$ cat src/isx_cfg.svh
`ifndef ISX_CFG_SVH
`define ISX_CFG_SVH

// Instruction word layout
`define ISX_IW_W        14
`define ISX_OPC_MSB     13
`define ISX_OPC_LSB     8
`define ISX_DEST_BIT    7
`define ISX_ADDR_MSB    6
`define ISX_ADDR_LSB    0

// Opcode fields (top six bits)
`define ISX_OPC_INCSKIP 6'h0F
`define ISX_OPC_ORWF    6'h04

// Destination bit values
`define ISX_DEST_ACC    1'h0
`define ISX_DEST_FILE   1'h1

// Reset values
`define ISX_ACC_RST     8'h00
`define ISX_ZERO_RST    1'h0

`endif

$ cat src/isx_pkg.sv
package isx_pkg;

  // Decoded operation
  typedef enum logic [1:0] {
    ISX_OP_NONE,
    ISX_OP_INCSKIP,
    ISX_OP_ORWF
  } isx_op_t;

  // Instruction issued by the sequencer with the file operand it fetched
  typedef struct packed {
    logic       valid;
    logic [13:0] word;
    logic [7:0]  file_data;
  } isx_issue_t;

  // File register write-back request
  typedef struct packed {
    logic       we;
    logic [6:0] addr;
    logic [7:0] data;
  } isx_fwr_t;

  // Decoder result
  typedef struct packed {
    isx_op_t    op;
    logic       dest;
    logic [6:0] addr;
  } isx_dec_t;

  // Execution state phases
  typedef enum logic {
    ISX_ST_RUN,
    ISX_ST_SKIP
  } isx_state_t;

  // Whole state of the execution unit
  typedef struct packed {
    isx_state_t st;
    logic [7:0] acc;
    logic       zero;
    isx_fwr_t   fwr;
    logic       skip;
    logic       done;
  } isx_regs_t;

endpackage : isx_pkg

$ cat src/isx_exec.sv
`timescale 1ns/1ps
`default_nettype none
`include "isx_cfg.svh"

module isx_exec (
  input  wire logic               clk_i,
  input  wire logic               nrst_i,
  input  wire logic               en_i,
  input  wire isx_pkg::isx_issue_t issue_i,
  output logic                    busy_o,
  output logic [7:0]              acc_o,
  output logic                    zero_o,
  output isx_pkg::isx_fwr_t       fwr_o,
  output logic                    skip_o,
  output logic                    done_o
);
  import isx_pkg::*;

  isx_regs_t  st_r;
  isx_regs_t  st_nxt;
  isx_dec_t   dec;
  logic [7:0] inc_res;
  logic [7:0] or_res;
  logic [7:0] res;
  logic       take;

  // Opcode decode of the issued word
  isx_decode u_dec (
    .word_i (issue_i.word),
    .dec_o  (dec)
  );

  // Datapath: 8-bit sum drops the carry, so 0xFF wraps to 0x00
  assign inc_res = 8'(issue_i.file_data + 8'h01);
  assign or_res  = st_r.acc | issue_i.file_data;

  // A skip cycle swallows whatever word the sequencer offers
  assign take = issue_i.valid && (st_r.st == ISX_ST_RUN);

  // Next state of the whole unit
  always_comb begin
    st_nxt      = st_r;
    st_nxt.fwr.we = 1'h0;
    st_nxt.skip = 1'h0;
    st_nxt.done = 1'h0;
    res         = 8'h00;
    unique case (st_r.st)
      ISX_ST_RUN: begin
        if (take && dec.op != ISX_OP_NONE) begin
          res = (dec.op == ISX_OP_INCSKIP) ? inc_res : or_res;
          st_nxt.done = 1'h1;
          // Result routing by the destination bit
          if (dec.dest == `ISX_DEST_ACC) begin
            st_nxt.acc = res;
          end else begin
            st_nxt.fwr.we   = 1'h1;
            st_nxt.fwr.addr = dec.addr;
            st_nxt.fwr.data = res;
          end
          if (dec.op == ISX_OP_ORWF) begin
            st_nxt.zero = (or_res == 8'h00);
          end else if (inc_res == 8'h00) begin
            // Fetched word is dropped; spend a no-op cycle
            st_nxt.skip = 1'h1;
            st_nxt.st   = ISX_ST_SKIP;
          end
        end
      end
      ISX_ST_SKIP: begin
        // No-op cycle; zero flag and accumulator untouched, skip and done flags cleared
        st_nxt.st = ISX_ST_RUN;
      end
    endcase
  end

  // State register; clock enable freezes everything
  always_ff @(posedge clk_i or negedge nrst_i) begin
    if (!nrst_i) begin
      st_r.st   <= ISX_ST_RUN;
      st_r.acc  <= `ISX_ACC_RST;
      st_r.zero <= `ISX_ZERO_RST;
      st_r.fwr  <= '0;
      st_r.skip <= 1'h0;
      st_r.done <= 1'h0;
    end else if (en_i) begin
      st_r <= st_nxt;
    end
  end

  // Outputs straight from state flops
  assign busy_o = (st_r.st == ISX_ST_SKIP);
  assign acc_o  = st_r.acc;
  assign zero_o = st_r.zero;
  assign fwr_o  = st_r.fwr;
  assign skip_o = st_r.skip;
  assign done_o = st_r.done;

endmodule : isx_exec
`default_nettype wire

$ cat src/isx_decode.sv
`timescale 1ns/1ps
`default_nettype none
`include "isx_cfg.svh"

module isx_decode (
  input  wire logic [13:0]    word_i,
  output isx_pkg::isx_dec_t   dec_o
);
  import isx_pkg::*;

  logic [5:0] opc;

  // Split the word into opcode, destination and file address
  assign opc = word_i[`ISX_OPC_MSB:`ISX_OPC_LSB];

  // Opcode match; anything else is not ours
  always_comb begin
    dec_o.dest = word_i[`ISX_DEST_BIT];
    dec_o.addr = word_i[`ISX_ADDR_MSB:`ISX_ADDR_LSB];
    if (opc == `ISX_OPC_INCSKIP) begin
      dec_o.op = ISX_OP_INCSKIP;
    end else if (opc == `ISX_OPC_ORWF) begin
      dec_o.op = ISX_OP_ORWF;
    end else begin
      dec_o.op = ISX_OP_NONE;
    end
  end

endmodule : isx_decode
`default_nettype wire

$ cat config.mk
export PLATFORM = sky130hd
export DESIGN_NAME = isx_exec
export DESIGN_NICKNAME = d
export VERILOG_FILES = /design/src/isx_pkg.sv /design/src/isx_exec.sv /design/src/isx_decode.sv
export VERILOG_INCLUDE_DIRS = /design/src /design/src/src
export SDC_FILE = /design/constraint.sdc
export NUM_CORES = 1
export LEC_CHECK = 0
export ABC_AREA = 1
export BUFFER_PORTS_ARGS = -buffer_cell sky130_fd_sc_hd__buf_2
export CAP_MARGIN = 10
export CORE_MARGIN = 5
export CORE_UTILIZATION = 46
export CTS_BUF_LIST = sky130_fd_sc_hd__clkbuf_4
export DETAILED_ROUTE_END_ITERATION = 7
export PLACE_DENSITY = 0.78
export SETUP_SLACK_MARGIN = 0.02
export SYNTH_ARGS = -nofsm -noshare
export SYNTH_HDL_FRONTEND = slang
export SYNTH_SLANG_ARGS = --single-unit
$ cat constraint.sdc
create_clock -name clk_i -period 1.17 [get_ports clk_i]
set_input_delay 0.0585 -clock clk_i [delete_from_list [all_inputs] [get_ports clk_i]]
set_output_delay 0.0585 -clock clk_i [all_outputs]
set_load 0.005 [all_outputs]
==> flow_metrics.env <==
export IMPL_outcome="finished, violations left"
export IMPL_failing_checks="setup timing"
export IMPL_worst_endpoint_required_ns=1.39
export IMPL_ys_flop_type="dfrtp_1"
export IMPL_number_of_enable_type_register_cells_in_the_synthesized_netlist=0
export IMPL_post_synth_inst_count=197
export IMPL_final_cell_mix="71 x nand2_1, 53 x buf_2, 27 x dfrtp_1, 18 x nor2_1, 16 x inv_1"
export IMPL_row_count=20
export IMPL_rrSetupSlack_ns=-0.1
export IMPL_rsz0062_at_grt="yes"
export IMPL_cts_tree="done"
export IMPL_finalHoldViolCount=0
export IMPL_mean_instance_size_in_the_synthesized_netlist_um2=7.62
export IMPL_nNetsFinal=297
export IMPL_clockBufferDepth=2
export IMPL_synthesis_area_um2=1500
export IMPL_first_pass_iters=4
export IMPL_portion_of_the_post_synthesis_area_used_by_sequential_elements_pct=45.0
export IMPL_floorplan_die_width_um=67.1
export IMPL_gr_total_overflow=0
export IMPL_synth_cell_type_count=21
export IMPL_post_route_clock_period_utilization_pct=108
export IMPL_ys_warn_count=0
export IMPL_footprint_of_the_multi_input_gates_um2=766
export IMPL_hold_class="input port to register"
export IMPL_worst_setup_path_type="register to register"
export IMPL_grt_max_degree=28
export IMPL_layout_filler_cells=299
export IMPL_io_pins=54
export IMPL_vias=1476
export IMPL_mappedNetlistNets=225
export IMPL_vias_per_cell=4.73
export IMPL_crit_path_top_delay_cell="dfrtp_1"
export IMPL_cts_made_buffers=3
export IMPL_clock_sinks=27
export IMPL_dr_first_iter_drc_count=53
export IMPL_post_dp_cell_area_um2=1840
export IMPL_area_sequential_um2=676
export IMPL_crit_arrival_ns=1.49
export IMPL_area_growth_syn_to_layout_pct=36.4
export IMPL_critical_path_endpoint_type="register"
export IMPL_track_usage_pct=18.2
export IMPL_mostFrequentLayoutCell="nand2_1"
export IMPL_start_util_pct=48.4
export IMPL_avgRoutedWirePerCell_um=12.2
export IMPL_path_max_fanout=8
export IMPL_final_cell_count_no_fill=312
export IMPL_yosys_register_bits=27
export IMPL_finalSetupViolations=23
export IMPL_totalWireLength_mm=3.80
export IMPL_worstMarginPinSlew_ns=0.617
export IMPL_clock_latency_of_the_later_clocked_register_in_the_worst_skew_pair_ns=0.32
export IMPL_final_layout_size_suffix_gt1_share_pct=38.1
export IMPL_worst_path_buf_inv=2
export IMPL_grt_antenna_before_repair=0
export IMPL_leakagePower_nw=1.18
export IMPL_ir_drop_uv=985
export IMPL_worst_clock_skew_ns=0.00746
export IMPL_achievable_frequency_mhz=789
export IMPL_p_clk_share_pct=21.5
export IMPL_detailedPlacementHpwl_mm=2.81
export IMPL_crit_chain="nor3_4 -> buf_6 -> nand3_4 -> buf_8 -> nand2_2 -> nand2_1"
export IMPL_die_area_um2=4510
export IMPL_drc_errors=0
export IMPL_combPwrFrac_pct=22.6
export IMPL_cap_violations=0
export IMPL_critical_path_startpoint_type="register"
export IMPL_number_of_placed_cells_counting_well_taps=296
export IMPL_grt_pass1_vias=1393
export IMPL_antenna_cells=0
export IMPL_finalInstanceArea_um2=2050
export IMPL_switching_share_pct=28.5
export IMPL_cts_htree_levels=1
export IMPL_fp_dieH_um=67.1
export IMPL_path_delay_family="flip-flops"
export IMPL_ys_async_sr_fraction_pct=100
export IMPL_core_um2=3100
export IMPL_slew_viol_final=0
export IMPL_cts_root_buf="clkbuf_4"
export IMPL_critical_path_max_stage_delay_ns=0.43
export IMPL_post_route_worst_setup_slack_ns=-0.0971
export IMPL_switching_power_mw=0.547
export IMPL_p_int_mw=1.37
export IMPL_share_seq_of_total_power_pct=55.9
export IMPL_power_density_relative_to_cell_area_nw_per_um2=937
export IMPL_place_gp_congestion=0.909
export IMPL_grt_pass1_wl_mm=6.29
export IMPL_final_antenna_net_count=0
export IMPL_buffer_ports_inserted=53
export IMPL_worst_max_slew_margin_expressed_relative_to_the_limit_pct=58.9
export IMPL_worst_setup_hold_path_clk_slew_ns=0.14
export IMPL_post_route_min_period_ns=1.27
## cell type report
type / count / area share (%)
Multi-Input combinational cell: 148 / 37.4
Sequential cell: 27 / 33.0
Timing Repair Buffer: 71 / 22.1
Inverter: 18 / 3.42
Tap cell: 44 / 2.69
Clock buffer: 4 / 1.47
## power by group through the flow
stage	combinational [mW]	clock (mW)	sequential [mW]
after global routing	0.491	0.473	1.08
after CTS	0.425	0.434	1.07
after global placement	0.378	0	1.08
after detailed placement	0.390	0	1.08
final	0.434	0.412	1.07
after floorplan	0.180	0	1.08
## cell usage after synthesis (2+ instances only)
library cell   n  area [um^2]
nor2_2         2         12.5
o21ai_2        7         61.3
buf_6          4         45.0
ha_1           2         25.0
nor2_1        19         71.3
nand2_1       86          323
nand4_1        4         25.0
nand3_1        4         20.0
dfrtp_1       27          676
nand3_4        2         35.0
o21ai_1        9         45.0
inv_1         17         63.8
o21ai_0        6         30.0
## worst paths after layout
path	start	depth (start not counted)	endpoint
hold / removal	en_i	4	fwr_o[15]
max in group asynchronous	nrst_i	2	fwr_o[0]
setup reg to reg	busy_o	6	fwr_o[14]
hold reg to reg	done_o	2	done_o
setup / recovery	busy_o	6	fwr_o[14]
min in group asynchronous	nrst_i	2	zero_o
## metrics by stage
stage / power (mW) / setup WS [ns] / util, % / hold WS [ns] / setup TNS, ns
after floorplan: 1.26 / -0.0536 / - / -0.237 / -0.682
after CTS: 1.93 / -0.0904 / 64.7 / 0.0237 / -1.54
after global routing: 2.05 / -0.173 / 66.0 / 0.0307 / -3.56
final: 1.92 / -0.0971 / 66.0 / 0.0309 / -1.49
after detailed placement: 1.47 / -0.105 / 59.3 / 0.0996 / -0.921
after global placement: 1.46 / -0.0505 / 59.3 / 0.0984 / -0.276
## logic make-up after synthesis
| kind of cell | Yosys count | share of synthesized area (%) |
|---|---|---|
| buffers and inverters | 24 | 8.33 |
| and+or+nand+nor | 121 | 35.3 |
| AOI/OAI and AO/OA | 22 | 9.08 |
| xor gates and xnor gates | 1 | 0.583 |
| adders and majority gates | 2 | 1.67 |
| DFF | 27 | 45.0 |
## routing by layer
metal / vias up / global-route usage [%] / routed length (um)
met5: - / 0 / 0
met4: 0 / 3.29 / 41
met3: 7 / 4.33 / 210
met2: 43 / 30.6 / 1860
met1: 670 / 24.2 / 1690
li1: 756 / - / -
## what timing repair did
| action | CTS | global route |
|---|---|---|
| cloned | 2 | 0 |
| buffers inserted | 1 | 1 |
| hold buffers | 8 | 0 |
| pin swaps | 2 | 4 |
| endpoints found under the setup margin | 24 | 26 |
| endpoints found under the hold margin | 34 | 0 |
| gates resized for setup | 11 | 12 |
## registers in the layout (all words and copies together) (netlist names)
signal  flops
zero_o      1
acc_o       8
done_o      1
busy_o      1
fwr_o      16
## tightest hold or removal path, delay by kind of cell
kind | cells | cell delay [ns]
buf+inv | 2 | 0.15
simple gates | 2 | 0.11
Power figures use the tool's default switching activity.
